<file path="config.mk">
export PLATFORM = sky130hd
export DESIGN_NAME = oag_top
export DESIGN_NICKNAME = d
export VERILOG_FILES = /design/src/inc/oag_pkg.sv /design/src/inc/oag_rf_if.sv /design/src/logic/oag_top.sv /design/src/logic/oag_bank_mem.sv
export SDC_FILE = /design/constraint.sdc
export NUM_CORES = 1
export LEC_CHECK = 0
export BUFFER_PORTS_ARGS = -buffer_cell sky130_fd_sc_hd__buf_2
export CAP_MARGIN = 20
export CORE_ASPECT_RATIO = 1.5
export CORE_UTILIZATION = 55
export CTS_BUF_LIST = sky130_fd_sc_hd__clkbuf_8
export DETAILED_ROUTE_END_ITERATION = 7
export PLACE_DENSITY = 0.74
export SLEW_MARGIN = 30
export SYNTH_ARGS = -nofsm -noshare
export SYNTH_HDL_FRONTEND = slang
export SYNTH_SLANG_ARGS = --single-unit
</file>
<file path="constraint.sdc">
create_clock -name clock -period 6.6 [get_ports clock]
set_input_delay 0.99 -clock clock [delete_from_list [all_inputs] [get_ports clock]]
set_output_delay 0.99 -clock clock [all_outputs]
set_load 0.05 [all_outputs]
</file>
<file path="src/inc/oag_pkg.sv">
// shared constants and types for the operand address generator
package oag_pkg;
	localparam int OAG_AW = 16;
	localparam int OAG_DW = 8;
	// absolute byte register numbers
	localparam logic [2:0] OAG_R_X = 3'h0;
	localparam logic [2:0] OAG_R_A = 3'h1;
	localparam logic [2:0] OAG_R_C = 3'h2;
	localparam logic [2:0] OAG_R_B = 3'h3;
	localparam logic [2:0] OAG_R_E = 3'h4;
	localparam logic [2:0] OAG_R_D = 3'h5;
	localparam logic [2:0] OAG_R_L = 3'h6;
	localparam logic [2:0] OAG_R_H = 3'h7;
	// pair numbers
	localparam logic [1:0] OAG_RP_ACC = 2'h0;
	localparam logic [1:0] OAG_RP_BC = 2'h1;
	localparam logic [1:0] OAG_RP_DE = 2'h2;
	localparam logic [1:0] OAG_RP_BASE = 2'h3;
	// fixed address windows
	localparam logic [15:0] OAG_SHORT_LO = 16'hfe20;
	localparam logic [15:0] OAG_SHORT_HI = 16'hff1f;
	localparam logic [15:0] OAG_HSRAM_HI = 16'hfeff;
	localparam logic [15:0] OAG_SFR_LO = 16'hff00;
	localparam logic [7:0] OAG_SHORT_WRAP = 8'h20;
	localparam logic [6:0] OAG_SHORT_TOP = 7'h7f;
	localparam logic [7:0] OAG_SFR_PAGE = 8'hff;
	localparam logic [7:0] OAG_SFR_GAP_LO = 8'hd0;
	localparam logic [7:0] OAG_SFR_GAP_HI = 8'hdf;
	// documented opcodes
	localparam logic [7:0] OAG_OP_LD_A_BASE_B = 8'hab;
	localparam logic [7:0] OAG_OP_PUSH_DE = 8'hb5;
	// reset values
	localparam logic [15:0] OAG_ADDR_RST = 16'h0000;
	localparam logic [3:0] OAG_CYC_RST = 4'h0;
	// addressing modes
	typedef enum logic [3:0] {
		OAG_M_IMPLIED, OAG_M_REG8, OAG_M_REG16, OAG_M_DIRECT, OAG_M_SHORT,
		OAG_M_SFR, OAG_M_INDIRECT, OAG_M_BASED, OAG_M_BASED_IDX, OAG_M_STACK
	} oag_mode_t;
	// implied instruction classes
	typedef enum logic [2:0] {
		OAG_I_NONE, OAG_I_UNSIGNED_MULTIPLY, OAG_I_UNSIGNED_WORD_DIVIDE, OAG_I_DECADJ, OAG_I_DIGROT
	} oag_impl_t;
	// byte register file index: bank, register number
	function automatic logic [4:0] oag_idx(input logic [1:0] bank,
		input logic [2:0] r);
		return {bank, r};
	endfunction
endpackage

</file>
<file path="src/inc/oag_rf_if.sv">
// read and write port bundle between address generator and bank memory
interface oag_rf_if;
	logic [4:0] rdIdxA;
	logic [4:0] rdIdxB;
	logic [7:0] rdDataA;
	logic [7:0] rdDataB;
	logic wrEn;
	logic [4:0] wrIdx;
	logic [7:0] wrData;
	modport gen (output rdIdxA, output rdIdxB, input rdDataA,
		input rdDataB, output wrEn, output wrIdx, output wrData);
	modport mem (input rdIdxA, input rdIdxB, output rdDataA,
		output rdDataB, input wrEn, input wrIdx, input wrData);
endinterface

</file>
<file path="src/logic/oag_top.sv">
// operand address generator with bank register storage
module oag_top
	import oag_pkg::*;
(
	input wire logic clock,
	input wire logic sys_rst,
	input wire logic clkEn,
	input wire logic reqValid,
	input wire oag_mode_t reqMode,
	input wire oag_impl_t reqImplied,
	input wire logic [7:0] reqOpcode,
	input wire logic [2:0] reqRegCode,
	input wire logic reqWord,
	input wire logic reqIndexC,
	input wire logic [15:0] reqImm,
	input wire logic [15:0] stackPtr,
	input wire logic [15:0] hsRamLo,
	input wire logic bank_select_low,
	input wire logic bank_select_high,
	input wire logic regWrEn,
	input wire logic [4:0] regWrIdx,
	input wire logic [7:0] regWrData,
	output logic ackValid,
	output logic [15:0] effAddr,
	output logic effIsMem,
	output logic effIsSfr,
	output logic [4:0] regIdxLo,
	output logic [4:0] regIdxHi,
	output logic regIsPair,
	output logic [4:0] implDstIdx,
	output logic implDstPair,
	output logic addrFault,
	output logic opcodeKnown
);
	oag_rf_if rf();
	oag_bank_mem u_mem (
		.clock(clock),
		.sys_rst(sys_rst),
		.clkEn(clkEn),
		.rf(rf)
	);

	// request held while the bank read is in flight
	logic busy_q, busy_d;
	oag_mode_t mode_q;
	oag_impl_t impl_q;
	logic [7:0] opc_q;
	logic [2:0] code_q;
	logic word_q;
	logic [15:0] imm_q;
	logic [15:0] sp_q;
	logic [1:0] bank_q;
	logic [1:0] bank;
	logic [1:0] pairSel;

	// bank selection from the two flags
	// bank flags pick bank
	assign bank = {bank_select_high, bank_select_low};
	// pair number n covers bytes 2n, 2n+1
	assign pairSel = reqRegCode[1:0];

	// decode which bytes to fetch for the memory-side modes
	logic [2:0] fetchLo, fetchHi;
	assign fetchLo = (reqMode == OAG_M_INDIRECT) ? {pairSel, 1'b0} : OAG_R_L;
	assign fetchHi = (reqMode == OAG_M_INDIRECT) ? {pairSel, 1'b1} : OAG_R_H;
	logic [2:0] fetchIdx;
	// B or C picked by the instruction
	assign fetchIdx = reqIndexC ? OAG_R_C : OAG_R_B;

	assign rf.rdIdxA = oag_idx(bank, (reqMode == OAG_M_BASED_IDX &&
		!busy_q) ? fetchIdx : fetchLo);
	assign rf.rdIdxB = oag_idx(bank, fetchHi);
	assign rf.wrEn = regWrEn & clkEn;
	assign rf.wrIdx = regWrIdx;
	assign rf.wrData = regWrData;

	// based indexed needs a second cycle for the index byte
	logic idxPhase_q;
	logic [7:0] idxByte_q;

	// address arithmetic shared by both based forms
	function automatic logic [15:0] addOff(input logic [15:0] base,
		input logic [7:0] off);
		logic [16:0] s;
		s = {1'b0, base} + {9'h000, off};
		return s[15:0];
	endfunction

	logic [15:0] pairVal;
	assign pairVal = {rf.rdDataB, rf.rdDataA};

	// short direct and sfr addresses from the held byte
	logic [15:0] shortAddr, sfrAddr, addrComb;
	assign shortAddr = {OAG_SHORT_TOP, (imm_q[7:0] < OAG_SHORT_WRAP),
		imm_q[7:0]};
	assign sfrAddr = {OAG_SFR_PAGE, imm_q[7:0]};

	// effective address selection
	always_comb begin
		addrComb = OAG_ADDR_RST;
		case (mode_q)
			OAG_M_DIRECT: addrComb = imm_q;
			OAG_M_SHORT: addrComb = shortAddr;
			OAG_M_SFR: addrComb = sfrAddr;
			OAG_M_INDIRECT: addrComb = pairVal;
			OAG_M_BASED: addrComb = addOff(pairVal, imm_q[7:0]);
			OAG_M_BASED_IDX: addrComb = addOff(pairVal, idxByte_q);
			OAG_M_STACK: addrComb = sp_q;
			default: addrComb = OAG_ADDR_RST;
		endcase
	end

	// fault checks on the formed address
	logic faultComb;
	always_comb begin
		faultComb = 1'b0;
		case (mode_q)
			OAG_M_SHORT: faultComb = word_q & imm_q[0];
			OAG_M_SFR: faultComb = (imm_q[7:0] >= OAG_SFR_GAP_LO &&
				imm_q[7:0] <= OAG_SFR_GAP_HI) || (word_q & imm_q[0]);
			OAG_M_STACK: faultComb = (sp_q < hsRamLo) ||
				(sp_q > OAG_HSRAM_HI);
			default: faultComb = 1'b0;
		endcase
	end

	// short window upper part is SFR space
	logic sfrComb;
	assign sfrComb = (mode_q == OAG_M_SFR) ||
		(mode_q == OAG_M_SHORT && addrComb >= OAG_SFR_LO);

	logic knownComb;
	assign knownComb = (opc_q == OAG_OP_LD_A_BASE_B) ||
		(opc_q == OAG_OP_PUSH_DE);

	// register operand targets
	logic [4:0] rLo, rHi, iDst;
	logic iPair, isPair;
	assign rLo = oag_idx(bank_q, isPair ? {code_q[1:0], 1'b0} : code_q);
	assign rHi = oag_idx(bank_q, {code_q[1:0], 1'b1});
	assign isPair = (mode_q == OAG_M_REG16);
	// implied destinations
	// product into pair 0
	assign iPair = (impl_q == OAG_I_UNSIGNED_MULTIPLY) || (impl_q == OAG_I_UNSIGNED_WORD_DIVIDE);
	assign iDst = oag_idx(bank_q, iPair ? OAG_R_X : OAG_R_A);

	logic done;
	assign done = busy_q && !(mode_q == OAG_M_BASED_IDX && idxPhase_q);

	// capture request and hold until answer
	always_ff @(posedge clock or posedge sys_rst) begin
		if (sys_rst) begin
			busy_q <= 1'b0;
			idxPhase_q <= 1'b0;
			mode_q <= OAG_M_IMPLIED;
			impl_q <= OAG_I_NONE;
			opc_q <= 8'h00;
			code_q <= 3'h0;
			word_q <= 1'b0;
			imm_q <= OAG_ADDR_RST;
			sp_q <= OAG_ADDR_RST;
			bank_q <= 2'h0;
			idxByte_q <= 8'h00;
		end else if (clkEn) begin
			busy_q <= busy_d;
			if (reqValid && !busy_q) begin
				mode_q <= reqMode;
				impl_q <= reqImplied;
				opc_q <= reqOpcode;
				code_q <= reqRegCode;
				word_q <= reqWord;
				imm_q <= reqImm;
				sp_q <= stackPtr;
				bank_q <= bank;
				idxPhase_q <= (reqMode == OAG_M_BASED_IDX);
			end else if (idxPhase_q) begin
				idxByte_q <= rf.rdDataA;
				idxPhase_q <= 1'b0;
			end
		end
	end

	// one cycle of latency, two for based indexed
	assign busy_d = busy_q ? !done : reqValid;

	// answer registers
	always_ff @(posedge clock or posedge sys_rst) begin
		if (sys_rst) begin
			ackValid <= 1'b0;
			effAddr <= OAG_ADDR_RST;
			effIsMem <= 1'b0;
			effIsSfr <= 1'b0;
			regIdxLo <= 5'h00;
			regIdxHi <= 5'h00;
			regIsPair <= 1'b0;
			implDstIdx <= 5'h00;
			implDstPair <= 1'b0;
			addrFault <= 1'b0;
			opcodeKnown <= 1'b0;
		end else if (clkEn) begin
			ackValid <= done;
			if (done) begin
				effAddr <= addrComb;
				effIsMem <= !(mode_q inside {OAG_M_IMPLIED, OAG_M_REG8,
					OAG_M_REG16});
				effIsSfr <= sfrComb;
				regIdxLo <= rLo;
				regIdxHi <= rHi;
				regIsPair <= isPair;
				implDstIdx <= iDst;
				implDstPair <= iPair;
				addrFault <= faultComb;
				opcodeKnown <= knownComb;
			end
		end
	end

	// short direct stays in window
	shortWin_a: assert property (@(posedge clock) disable iff (sys_rst)
		ackValid && $past(mode_q) == OAG_M_SHORT |->
		effAddr >= OAG_SHORT_LO && effAddr <= OAG_SHORT_HI)
		else $error("short direct outside window");
	shortBit_a: assert property (@(posedge clock) disable iff (sys_rst)
		ackValid && $past(mode_q) == OAG_M_SHORT |->
		effAddr[8] == ($past(imm_q[7:0]) < 8'h20))
		else $error("short direct bit 8 wrong");
	sfrPage_a: assert property (@(posedge clock) disable iff (sys_rst)
		ackValid && $past(mode_q) == OAG_M_SFR |->
		effAddr == {8'hff, $past(imm_q[7:0])})
		else $error("sfr address wrong");
	directImm_a: assert property (@(posedge clock) disable iff (sys_rst)
		clkEn && reqValid && !busy_q && reqMode == OAG_M_DIRECT ##1 clkEn
		|=> ackValid && effAddr == $past(reqImm, 2))
		else $error("direct address wrong");
	idxLate_a: assert property (@(posedge clock) disable iff (sys_rst)
		clkEn && reqValid && !busy_q && reqMode == OAG_M_BASED_IDX ##1 clkEn
		|=> !ackValid)
		else $error("based indexed answered too early");
	implDst_a: assert property (@(posedge clock) disable iff (sys_rst)
		ackValid && $past(impl_q) == OAG_I_UNSIGNED_MULTIPLY |->
		implDstPair && implDstIdx[2:0] == 3'h0)
		else $error("multiply product target wrong");
	stackRam_a: assert property (@(posedge clock) disable iff (sys_rst)
		ackValid && $past(mode_q) == OAG_M_STACK && effAddr > 16'hfeff |->
		addrFault)
		else $error("stack outside high-speed RAM not flagged");
	sfrGap_a: assert property (@(posedge clock) disable iff (sys_rst)
		ackValid && $past(mode_q) == OAG_M_SFR && effAddr[7:4] == 4'hd |->
		addrFault)
		else $error("sfr gap not flagged");
	shortEven_a: assert property (@(posedge clock) disable iff (sys_rst)
		ackValid && $past(mode_q) == OAG_M_SHORT && $past(word_q) &&
		effAddr[0] |-> addrFault)
		else $error("odd short word not flagged");
	pairBytes_a: assert property (@(posedge clock) disable iff (sys_rst)
		ackValid && regIsPair |->
		regIdxLo[0] == 1'b0 && regIdxHi == {regIdxLo[4:1], 1'b1})
		else $error("pair byte indices wrong");

	coverShort_c: cover property (@(posedge clock) ackValid && effIsMem &&
		effAddr[15:8] == 8'hfe);
	coverSfr_c: cover property (@(posedge clock) ackValid && effIsSfr);
	coverIdx_c: cover property (@(posedge clock)
		ackValid && $past(mode_q) == OAG_M_BASED_IDX);
	coverFault_c: cover property (@(posedge clock) ackValid && addrFault);
	coverPair_c: cover property (@(posedge clock) ackValid && regIsPair);
endmodule

</file>
<file path="src/logic/oag_bank_mem.sv">
// four banks of eight byte registers, registered read data
module oag_bank_mem
	import oag_pkg::*;
(
	input wire logic clock,
	input wire logic sys_rst,
	input wire logic clkEn,
	oag_rf_if.mem rf
);
	logic [7:0] mem [32];
	// reads land one cycle after the index, like a real array
	always_ff @(posedge clock) begin
		if (clkEn) begin
			if (rf.wrEn)
				mem[rf.wrIdx] <= rf.wrData;
			rf.rdDataA <= mem[rf.rdIdxA];
			rf.rdDataB <= mem[rf.rdIdxB];
		end
	end
endmodule

</file>
==> results of run 1 <==
## cell usage in the layout (no fill, tap or decap), types with 13 or more instances in the layout
cell type	Yosys	layout
a211oi_1	15	15
a21oi_1	57	57
a31oi_1	31	31
buf_2	2	123
buf_4	6	13
clkbuf_8	0	59
dfrtp_1	95	95
edfxtp_1	272	272
ha_1	24	24
inv_1	31	45
mux2_2	69	69
mux2i_1	32	32
nand2_1	165	165
nand3_1	29	29
nor2_1	112	111
nor3_1	24	22
o21ai_0	32	32
o221ai_1	20	20
o22ai_1	27	27
## cells by family (layout without fill, tap and decap cells)
| family | count (synthesis) | after routing | synth area share |
|---|---|---|---|
| and+or+nand+nor | 397 | 397 | 0.113 |
| DFF | 367 | 367 | 0.662 |
| AOI/OAI and AO/OA | 229 | 229 | 0.0942 |
| muxes | 106 | 106 | 0.0759 |
| buffers and inverters | 103 | 271 | 0.0268 |
| adders and majority gates | 25 | 25 | 0.0201 |
| xor gates and xnor gates | 15 | 15 | 0.00824 |
| other | 1 | 2 | 0.000235 |
## critical path, cell delays in order, from the launching register on
cell and delay [ns]:
dfrtp_1 0.55, nor4b_4 0.76, mux2_2 0.28, ha_1 0.18, inv_1 0.06, fa_1 0.40, nor2b_1 0.21, o2111ai_1 0.18
a31oi_1 0.56, nand3_1 0.20, xnor2_1 0.18, o221ai_1 0.13
## Yosys cell counts (4+ instances only)
cell,n,area (um2)
edfxtp_1,272,8170
nand2_1,165,619
nor2_1,112,420
dfrtp_1,95,2380
mux2_2,69,777
a21oi_1,57,285
clkbuf_1,54,203
mux2i_1,32,320
o21ai_0,32,160
a31oi_1,31,194
inv_1,31,116
nand3_1,29,145
o22ai_1,27,169
ha_1,24,300
nor3_1,24,120
o221ai_1,20,175
a211oi_1,15,113
xnor2_1,12,105
a22oi_1,11,82.6
nor4_1,10,62.6
a222oi_1,8,80.1
buf_1,8,30.0
nand4_1,8,50.1
nor2b_1,8,50.1
nand3b_1,7,52.6
and3_1,6,37.5
buf_4,6,45.0
nand2b_1,6,37.5
mux4_2,5,113
o211ai_1,5,37.5
nor4bb_1,4,40.0
or3_1,4,25.0
## power by group
part / total [uW] / internal (uW) / switching, uW
clock network: 1930 / 1060 / 864
registers: 2790 / 2650 / 140
logic: 968 / 335 / 633
## state kept, by name, summed over array words and instances (netlist names), 8 cells and up
name	cells
imm_q	16
effAddr	16
u_mem.mem	256
opc_q	8
sp_q	16
u_mem.rf.rdDataB	8
u_mem.rf.rdDataA	8
idxByte_q	8
## layout make-up
cell class | count | area, um2
repair buffers | 138 | 736
clock buffers | 59 | 812
inverters | 31 | 119
multi-input cells | 774 | 5000
fillers | 2162 | 10600
well taps | 390 | 488
flip-flops and latches | 367 | 10500
clock inverters | 43 | 344
## stage by stage
| stage | std cells | hold slack [ns] | instance area [um2] | power (uW) | setup WS (ns) |
|---|---|---|---|---|---|
| floorplan | 1244 | 0.433 | 15900 | 3520 | 3.13 |
| global placement | 1699 | 0.448 | 16900 | 3780 | 2.95 |
| detailed placement | 1700 | 0.450 | 16900 | 3800 | 2.84 |
| CTS | 1802 | 0.314 | 18000 | 5710 | 2.84 |
| global route | 1802 | 0.333 | 18000 | 5920 | 2.54 |
| finish | 1802 | 0.335 | 18000 | 5690 | 2.75 |
## layer usage
| layer | global-route usage | part of all wire |
|---|---|---|
| met3 | 0.0423 | 0.059 |
| met2 | 0.485 | 0.52 |
| met1 | 0.324 | 0.38 |
| met4 | 0.144 | 0.047 |
| met5 | 0 | 0 |
## worst max path at each step
stage	startpoint	end	slack, ns	cells after the start
6_report	mode_q[0]$_DFFE_PP0P_	effAddr[12]$_DFFE_PP0P_	2.75	11
5_1_grt	mode_q[2]$_DFFE_PP0P_	effAddr[8]$_DFFE_PP0P_	2.54	11
2_1_floorplan	sys_rst	ackValid$_DFFE_PP0P_	3.13	1
4_1_cts	mode_q[0]$_DFFE_PP0P_	effAddr[12]$_DFFE_PP0P_	2.84	11
3_5_place_dp	mode_q[0]$_DFFE_PP0P_	effAddr[12]$_DFFE_PP0P_	2.84	11
3_3_place_gp	reqMode[0]	u_mem.rf.rdDataA[4]$_DFFE_PP_	2.95	8
==> summary.md, run 1 <==
| Metric | Value |
|---|---|
| Final clock skew | `0.0137 ns` |
| Post-CTS resize count | `0` |
| Reg2reg end | `effAddr[12]$_DFFE_PP0P_` |
| CP Max Fanout | `17` |
| CP Capture Type | `flop` |
| CTS Buf Count | `54` |
| Initial antenna violation count | `0` |
| Placement Rows | `76` |
| CTS clk-pin slew, worst paths | `0.07 ns` |
| CP startpoint kind | `flop` |
| Initial drt markers | `between 800 and 900` |
| Inserted Diodes | `0` |
| Hold buffer count at cts | `0` |
| P_leak | `around 0.0070 uW` |
| Sequential-to-total area share from yosys stat | `0.662` |
| Max IR drop VDD | `0.168 mV` |
| Die Span X | `between 100 and 150 um` |
| Syn Std Cell Area | `about 16000 um2` |
| Setup CP Type | `reg2reg` |
| Status | `complete, no violations` |
| Post-DP HPWL | `26900 um` |
| Core box area | `~29000 um2` |
| RSZ-0062 raised after global routing | `no` |
| PwrDens | `315 nW/um2` |
| Clk root buf | `clkbuf_8` |
| H-tree Lvls | `2` |
| WL/cell | `approximately 22 um` |
| Initial Utilization | `0.557` |
| Worst path required time | `around 7.1 ns` |
| Drt total wl | `roughly 40000 um` |
| First-pass GRT wire length | `60700 um` |
| Die area | `between 20000 and 30000 um2` |
| Seq cells post-synth | `~370` |
| Placer Congestion | `~0.91` |
| Setup violations, final | `0` |
| MaxCap Viol Count | `0` |
| Setup TNS | `0 ns` |
| Pre-antenna DRT Iters | `5` |
| Unique masters post-synth | `64` |
| Setup bufs post-CTS | `0` |
| GRT Residual Overflow | `0` |
| Vias per Instance | `approximately 6` |
| Detailed-route DRC error count | `0` |
| R2R Setup Slk | `between 2 and 3 ns` |
| Synthesized area per cell | `12.8 um2` |
| CTS tree | `done` |
| Final worst path period need | `3.85 ns` |
| Antenna Nets Post-Route | `0` |
| Slew Limit Headroom | `0.366` |
| Max Clk Rate | `roughly 260 MHz` |
| Total track usage | `0.275` |
| Die Span Y | `between 200 and 250 um` |
| Final hold violation count | `0` |
| Vias in the first global route | `~11000` |
| Worst r2r src | `mode_q[0]$_DFFE_PP0P_` |
| Clock latency at the later pin of the worst-skew pair | `0.61 ns` |
| Fin nets | `between 1000 and 1500` |
| Reg2reg path depth | `11` |
| Deepest clock path buffer count | `3` |
| Commonest register cell after synthesis | `edfxtp_1` |
| Layout area overhead | `13.2%` |
| Share of cells above drive strength 1 | `0.214` |
| Total I/O pin count | `126` |
| Worst-margin pin slew | `between 0.9 and 1 ns` |
| Synth async-reset ratio | `0.259` |
| Post-Synthesis Cells | `approximately 1200` |
| HP Class | `in2async` |
| IO Port Bufs | `about 120` |
| Fin crit share | `0.583` |
| Syn. warnings | `0` |
| Fin util | `0.630` |
| Largest net degree at the start of global routing | `between 70 and 80` |
| Number of synthesized flops with an enable pin | `272` |
| CP Data Arrival Time | `4.32 ns` |
| Clock sinks | `roughly 370` |
| Via count | `10800` |
| Final Max Tran Viols | `0` |
No activity file was read; power rests on OpenSTA's default activity.
==> run 2, diff against run 1 <==
- ABC_AREA: not set -> 1
- clock period: 6.6 -> 3.9 ns (I/O delays scaled with it)
==> summary.md, run 2 <==
| Metric | Value |
|---|---|
| Status | `complete, no violations (unchanged)` |
| Worst r2r src | `mode_q[0]$_DFFE_PP0P_ (unchanged)` |
| Worst path required time | `4.40 ns (was 7.07 ns)` |
| Total I/O pin count | `126 (unchanged)` |
| Final Max Tran Viols | `0 (unchanged)` |
| Reg2reg path depth | `13 (was 11)` |
| Met2 routed wirelength | `23700 um (was 20600 um)` |
| Seq cells post-synth | `367 (unchanged)` |
| CP startpoint kind | `flop (unchanged)` |
| Final worst path period need | `2.74 ns (was 3.85 ns)` |
| Biggest register | `u_mem.mem (unchanged)` |
| Die Span X | `150 um (was 141 um)` |
| CTS Buf Count | `53 (was 54)` |
| Vias per Instance | `5.63 (was 6.00)` |
| Core box area | `32000 um2 (was 28600 um2)` |
| Metal-1 WL | `18200 um (was 15000 um)` |
| Die Span Y | `224 um (was 211 um)` |
| Met3 wire len | `3140 um (was 2360 um)` |
| Max FFs per register | `256 (unchanged)` |
| Clock sinks | `367 (unchanged)` |
| Initial drt markers | `1279 (was 859)` |
| CTS tree | `done (unchanged)` |
| Clock latency at the later pin of the worst-skew pair | `0.63 ns (was 0.61 ns)` |
| R2R Setup Slk | `1.16 ns (was 2.75 ns)` |
| Setup CP Type | `reg2reg (unchanged)` |
| Via count | `13900 (was 10800)` |
| Setup TNS | `0 ns (unchanged)` |
| Number of synthesized flops with an enable pin | `272 (unchanged)` |
| Worst-margin pin slew | `0.884 ns (was 0.948 ns)` |
| Deepest clock path buffer count | `3 (unchanged)` |
| Initial antenna violation count | `1 (was 0)` |
| WL/cell | `19.2 um (was 22.1 um)` |
| Total track usage | `0.291 (was 0.275)` |
| Final clock skew | `0.0226 ns (was 0.0137 ns)` |
| Synth async-reset ratio | `0.259 (unchanged)` |
| Sequential-to-total area share from yosys stat | `0.584 (was 0.662)` |
| Share of cells above drive strength 1 | `0.131 (was 0.214)` |
| Layout area overhead | `9.73% (was 13.2%)` |
| P_leak | `0.00912 uW (was 0.00698 uW)` |
| CP Data Arrival Time | `3.24 ns (was 4.32 ns)` |
| Post-Synthesis Cells | `1925 (was 1243)` |
| Max Clk Rate | `365 MHz (was 260 MHz)` |
| CP Capture Type | `flop (unchanged)` |
| Setup violations, final | `0 (unchanged)` |
| Worst setup margin | `1.16 ns (was 2.75 ns)` |
| Synth area leaders | `edfxtp_1 45%, dfrtp_1 13%, nand2_1 9.9% (was edfxtp_1 51%, dfrtp_1 15%, mux2_2 4.9%)` |
| MaxCap Viol Count | `0 (unchanged)` |
| Cell with the most instances after synthesis | `nand2_1 (was edfxtp_1)` |
| DR top layer | `met5 (was met4)` |
| Drt total wl | `47500 um (was 39800 um)` |
| Detailed-route DRC error count | `0 (unchanged)` |
| CP Max Fanout | `7 (was 17)` |
| Post-CTS resize count | `0 (unchanged)` |
| Placement Rows | `80 (was 76)` |
| RSZ-0062 raised after global routing | `no (unchanged)` |
| Antenna Nets Post-Route | `0 (unchanged)` |
| Unique masters post-synth | `46 (was 64)` |
| Setup bufs post-CTS | `0 (unchanged)` |
| Syn. warnings | `0 (unchanged)` |
| Pre-antenna DRT Iters | `6 (was 5)` |
| Inserted Diodes | `0 (unchanged)` |
| Highest-count cells in the layout ignoring fill and taps | `476 x nand2_1, 303 x inv_1, 272 x edfxtp_1 (was 272 x edfxtp_1, 165 x nand2_1, 123 x buf_2)` |
| Fin nets | `2131 (was 1479)` |
| Syn Std Cell Area | `18000 um2 (was 15900 um2)` |
| Die area | `33600 um2 (was 29700 um2)` |
| Largest net degree at the start of global routing | `113 (was 73)` |
| Clk root buf | `clkbuf_8 (unchanged)` |
| Commonest register cell after synthesis | `edfxtp_1 (unchanged)` |
| Placer Congestion | `0.941 (was 0.909)` |
| Yosys top cell by area | `edfxtp_1 (unchanged)` |
| Vias in the first global route | `13700 (was 10800)` |
| Slew Limit Headroom | `0.410 (was 0.366)` |
| Pre-CTS setup slack | `1.01 ns (was 2.84 ns)` |
| H-tree Lvls | `2 (unchanged)` |
| Share of the synthesized area in the top cell type | `0.453 (was 0.512)` |
| Final hold violation count | `0 (unchanged)` |
| Hold buffer count at cts | `0 (unchanged)` |
| First-pass GRT wire length | `74300 um (was 60700 um)` |
| Synth top cells by count | `476 x nand2_1, 293 x inv_1, 272 x edfxtp_1 (was 272 x edfxtp_1, 165 x nand2_1, 112 x nor2_1)` |
| Reg2reg end | `effAddr[6]$_DFFE_PP0P_ (was effAddr[12]$_DFFE_PP0P_)` |
| CTS clk-pin slew, worst paths | `0.06 ns (was 0.07 ns)` |
| Fin crit share | `0.702 (was 0.583)` |
| Synthesized area per cell | `9.38 um2 (was 12.8 um2)` |
| Max IR drop VDD | `0.234 mV (was 0.168 mV)` |
| GRT Residual Overflow | `0 (unchanged)` |
| Most common cell after layout, fill and taps aside | `nand2_1 (was edfxtp_1)` |
| IO Port Bufs | `123 (unchanged)` |
| HP Class | `in2async (unchanged)` |
| PwrDens | `480 nW/um2 (was 315 nW/um2)` |
| Initial Utilization | `0.564 (was 0.557)` |
| Post-DP HPWL | `32700 um (was 26900 um)` |
run 2: changes by cell type in the layout (fill, tap and decap cells not counted), sizes merged, moves of 16 or more:
cell | before | now
nand2 | 165 | 479
a21oi | 57 | 78
o22ai | 27 | 1
nor3 | 24 | 8
inv | 47 | 311
nand3 | 29 | 233
o21ai | 32 | 87
nor2 | 112 | 83
o221ai | 20 | 0
o211ai | 5 | 24
mux2i | 32 | 0
nand4 | 8 | 70
mux2 | 69 | 30
a31oi | 31 | 9
run 2: cell families (layout without fill, tap and decap cells):
family	Yosys count	count (layout)	synth area share
buf+inv	407	542	0.0989
fa+ha+maj	25	25	0.0177
simple gates	877	877	0.212
flops	367	367	0.584
mux	30	30	0.0187
compound gates	218	218	0.0683
other cells	1	2	0.000208
run 2: worst max path at each step:
stage                                    end  depth (start not counted)  slack [ns]             startpoint
3_3_place_gp   u_mem.rf.rdDataA[1]$_DFFE_PP_                         12        1.03             reqMode[3]
4_1_cts               effAddr[6]$_DFFE_PP0P_                         13        1.16  mode_q[0]$_DFFE_PP0P_
2_1_floorplan           ackValid$_DFFE_PP0P_                          1        0.84                sys_rst
6_report              effAddr[6]$_DFFE_PP0P_                         13        1.16  mode_q[0]$_DFFE_PP0P_
5_1_grt              effAddr[14]$_DFFE_PP0P_                         15        0.84  mode_q[0]$_DFFE_PP0P_
3_5_place_dp   u_mem.rf.rdDataA[1]$_DFFE_PP_                         12        1.01             reqMode[3]
run 2: through the flow:
step / cell area, um2 / utilization / cells / power, uW / hold WS, ns
3_3_place_gp: 18700 / 0.585 / 2373 / 6450 / 0.453
2_1_floorplan: 18100 / - / 1926 / 5970 / 0.449
3_5_place_dp: 18800 / 0.585 / 2373 / 6500 / 0.453
4_1_cts: 19800 / 0.618 / 2471 / 9540 / 0.166
6_report: 19800 / 0.618 / 2471 / 9500 / 0.0543
5_1_grt: 19800 / 0.618 / 2471 / 9880 / 0.0947
run 2: layout make-up:
type,count,area [um2]
Tap cell,410,513
Sequential cell,367,10500
Clock buffer,58,798
Fill cell,2735,12200
Clock inverter,40,255
Multi-Input combinational cell,1152,5760
Timing Repair Buffer,146,813
Inverter,298,1120
run 2: report_power, final:
group	switching (uW)	total [uW]	internal, uW
registers	197	4680	4480
logic	1260	1750	496
clock network	1500	3070	1570
run 2: metal layers:
layer	vias up	track usage
met5	-	0
met4	2	0.149
met3	143	0.0385
met2	643	0.499
met1	6491	0.358
li1	6621	-
run 2: critical path, cell delays in order, from the launching register on:
cell     delay [ns]
dfrtp_1        0.42
nor2_1         0.18
nand2_2        0.17
o21ai_0        0.30
inv_1          0.10
fa_1           0.44
o21ai_1        0.32
nand2_1        0.12
nand2_1        0.11
nand2_1        0.07
nand3_1        0.07
nand4_1        0.09
nand2_1        0.14
nand2_1        0.08
==> run 3, diff against run 2 <==
- clock period: 3.9 -> 2.6 ns (I/O delays scaled with it)
==> summary.md, run 3 (synthesized netlist as in run 2, its figures left out) <==
| Metric | Value |
|---|---|
| Placer Congestion | `0.925 (was 0.941)` |
| HP Class | `in2reg (was in2async)` |
| Post-route cell area | `20900 um2 (was 19800 um2)` |
| Most common cell on crit path | `nand2_1 (unchanged)` |
| Via count | `14200 (was 13900)` |
| Placed cells | `2425 (was 2373)` |
| Layout area overhead | `15.6% (was 9.73%)` |
| Detailed-route DRC error count | `0 (unchanged)` |
| WL/cell | `19.3 um (was 19.2 um)` |
| P_leak | `0.00967 uW (was 0.00912 uW)` |
| Met2 routed wirelength | `25400 um (was 23700 um)` |
| Die Span X | `150 um (unchanged)` |
| Fin nets | `2221 (was 2131)` |
| Clock latency at the later pin of the worst-skew pair | `0.62 ns (was 0.63 ns)` |
| CP Capture Type | `flop (unchanged)` |
| Vias per Instance | `5.55 (was 5.63)` |
| Setup TNS | `0 ns (unchanged)` |
| Deepest clock path buffer count | `3 (unchanged)` |
| Post-DP HPWL | `33100 um (was 32700 um)` |
| Pre-antenna DRT Iters | `5 (was 6)` |
| H-tree Lvls | `2 (unchanged)` |
| Max FFs per register | `256 (unchanged)` |
| DR top layer | `met4 (was met5)` |
| Vias in the first global route | `14200 (was 13700)` |
| Total track usage | `0.299 (was 0.291)` |
| CP Max Fanout | `8 (was 7)` |
| CP startpoint kind | `flop (unchanged)` |
| Status | `complete, no violations (unchanged)` |
| Slowest stage delay, CP | `0.38 ns (was 0.44 ns)` |
| CTS tree | `done (unchanged)` |
| Met3 wire len | `2880 um (was 3140 um)` |
| Initial drt markers | `1029 (was 1279)` |
| Most common cell after layout, fill and taps aside | `nand2_1 (unchanged)` |
| IO Port Bufs | `123 (unchanged)` |
| Worst path required time | `3.11 ns (was 4.40 ns)` |
| Setup violations, final | `0 (unchanged)` |
| Final Max Tran Viols | `0 (unchanged)` |
| Clock sinks | `367 (unchanged)` |
| Area of the multi-input gates | `5830 um2 (was 5760 um2)` |
| Total chip power | `15000 uW (was 9500 uW)` |
| Max Clk Rate | `405 MHz (was 365 MHz)` |
| First-pass GRT wire length | `75100 um (was 74300 um)` |
| Reg area | `10500 um2 (unchanged)` |
| Post-DP Area | `19300 um2 (was 18800 um2)` |
| Die area | `33600 um2 (unchanged)` |
| Max IR drop VDD | `0.650 mV (was 0.234 mV)` |
| Final clock skew | `0.0226 ns (about the same)` |
| Core box area | `32000 um2 (unchanged)` |
| Placement Rows | `80 (unchanged)` |
| Metal-1 WL | `17300 um (was 18200 um)` |
| Initial Utilization | `0.564 (unchanged)` |
| Final worst path period need | `2.47 ns (was 2.74 ns)` |
| Drt total wl | `49400 um (was 47500 um)` |
| Share of cells above drive strength 1 | `0.160 (was 0.131)` |
| Fin crit share | `0.950 (was 0.702)` |
| Setup CP Type | `reg2reg (unchanged)` |
| Fillers | `2602 (was 2735)` |
| CP Data Arrival Time | `2.98 ns (was 3.24 ns)` |
| Fin util | `0.652 (was 0.618)` |
| Final hold violation count | `0 (unchanged)` |
| Slew Limit Headroom | `0.411 (was 0.410)` |
| Total I/O pin count | `126 (unchanged)` |
| CTS Buf Count | `54 (was 53)` |
| Clk root buf | `clkbuf_8 (unchanged)` |
| RSZ-0062 raised after global routing | `yes (was no)` |
| Max stage delay cell, worst path | `dfrtp_1 (was fa_1)` |
| Antenna Nets Post-Route | `0 (unchanged)` |
| PwrDens | `721 nW/um2 (was 480 nW/um2)` |
| Biggest register | `u_mem.mem (unchanged)` |
| Worst-margin pin slew | `0.883 ns (was 0.884 ns)` |
| MaxCap Viol Count | `0 (unchanged)` |
| CTS clk-pin slew, worst paths | `0.07 ns (was 0.06 ns)` |
| Die Span Y | `224 um (unchanged)` |
| Finished Layout Cells | `2560 (was 2471)` |
| Largest net degree at the start of global routing | `81 (was 113)` |
| Inserted Diodes | `0 (unchanged)` |
| GRT Residual Overflow | `0 (unchanged)` |
| Initial antenna violation count | `1 (unchanged)` |
| Highest-count cells in the layout ignoring fill and taps | `474 x nand2_1, 302 x inv_1, 272 x edfxtp_1 (was 476 x nand2_1, 303 x inv_1, 272 x edfxtp_1)` |
| Critical-path cell list | `inv_1 -> nor2_4 -> nand2_4 -> buf_4 -> mux2_2 -> ha_4 -> nand2_1 -> o21ai_4 -> nand3_1 -> nand2_1 -> nand3_1 -> nand3_1 -> nand2_1 -> nand2_1 -> nand2_1 (was nor2_1 -> nand2_2 -> o21ai_0 -> inv_1 -> fa_1 -> o21ai_1 -> nand2_1 -> nand2_1 -> nand2_1 -> nand3_1 -> nand4_1 -> nand2_1 -> nand2_1)` |
==> run 3: cell types whose count changed in the layout (fill, tap and decap cells not counted), sizes merged <==
cell,delta
bufinv,+5
dlygate4sd3,+32
clkinv,-3
clkbuf,+1
inv,-3
buf,+57
==> run 3: final timing paths <==
| kind | startpoint | end | slack (ns) | cells past startpoint |
|---|---|---|---|---|
| worst min register to register | regIdxHi[0]$_DFFE_PP0P_ | regIdxHi[0]$_DFFE_PP0P_ | 0.47 | 1 |
| max in group asynchronous | sys_rst | effAddr[13]$_DFFE_PP0P_ | 1.57 | 4 |
| min in group asynchronous | sys_rst | opc_q[6]$_DFFE_PP0P_ | 0.36 | 3 |
| worst min-delay path | stackPtr[10] | sp_q[10]$_DFFE_PP0P_ | 0.03 | 3 |
| worst max-delay path | mode_q[3]$_DFFE_PP0P_ | effAddr[12]$_DFFE_PP0P_ | 0.13 | 15 |
| worst max register to register | mode_q[3]$_DFFE_PP0P_ | effAddr[12]$_DFFE_PP0P_ | 0.13 | 15 |
==> run 3: layout make-up <==
cell class | instances | area share
inverter | 298 | 0.0538
clock buffer | 59 | 0.0389
tap | 410 | 0.0246
sequential | 367 | 0.505
clock inverter | 39 | 0.0179
timing repair buffer | 235 | 0.0802
multi-input combinational | 1152 | 0.279
==> run 3: timing repair <==
action	in CTS	in global routing
pin swaps	0	4
hold buffers	32	0
resized for setup	2	16
buffers inserted	0	5
setup endpoints to repair	5	11
endpoints found under the hold margin	52	0
==> run 3: power by group <==
group	switching, uW	internal (uW)	leakage (uW)
clock network	2250	2890	0.000652
registers	301	6720	0.00360
logic	1980	909	0.00542
==> run 3: per-layer routing <==
metal	track usage	vias up
met2	0.536	563
met3	0.0420	186
li1	-	6789
met1	0.317	6677
met5	0	-
met4	0.219	0
==> run 3: critical path: cells and delay by family (launching register included) <==
kind	cells	cell delay (ns)
AO/OA/AOI/OAI	1	0.20
adder cells (fa/ha/maj)	1	0.30
buffers and inverters	2	0.25
flip-flops	1	0.38
multiplexers	1	0.35
AND/OR/NAND/NOR	10	0.87
==> run 3: metrics by stage <==
step | worst slack [ns] | hold WS [ns]
finish | 0.130 | 0.0279
global route | -0.0480 | 0.0215
CTS | 0.0123 | 0.00282
detailed placement | -0.0504 | 0.448
global placement | 0.0448 | 0.448
floorplan | 0.103 | 0.449
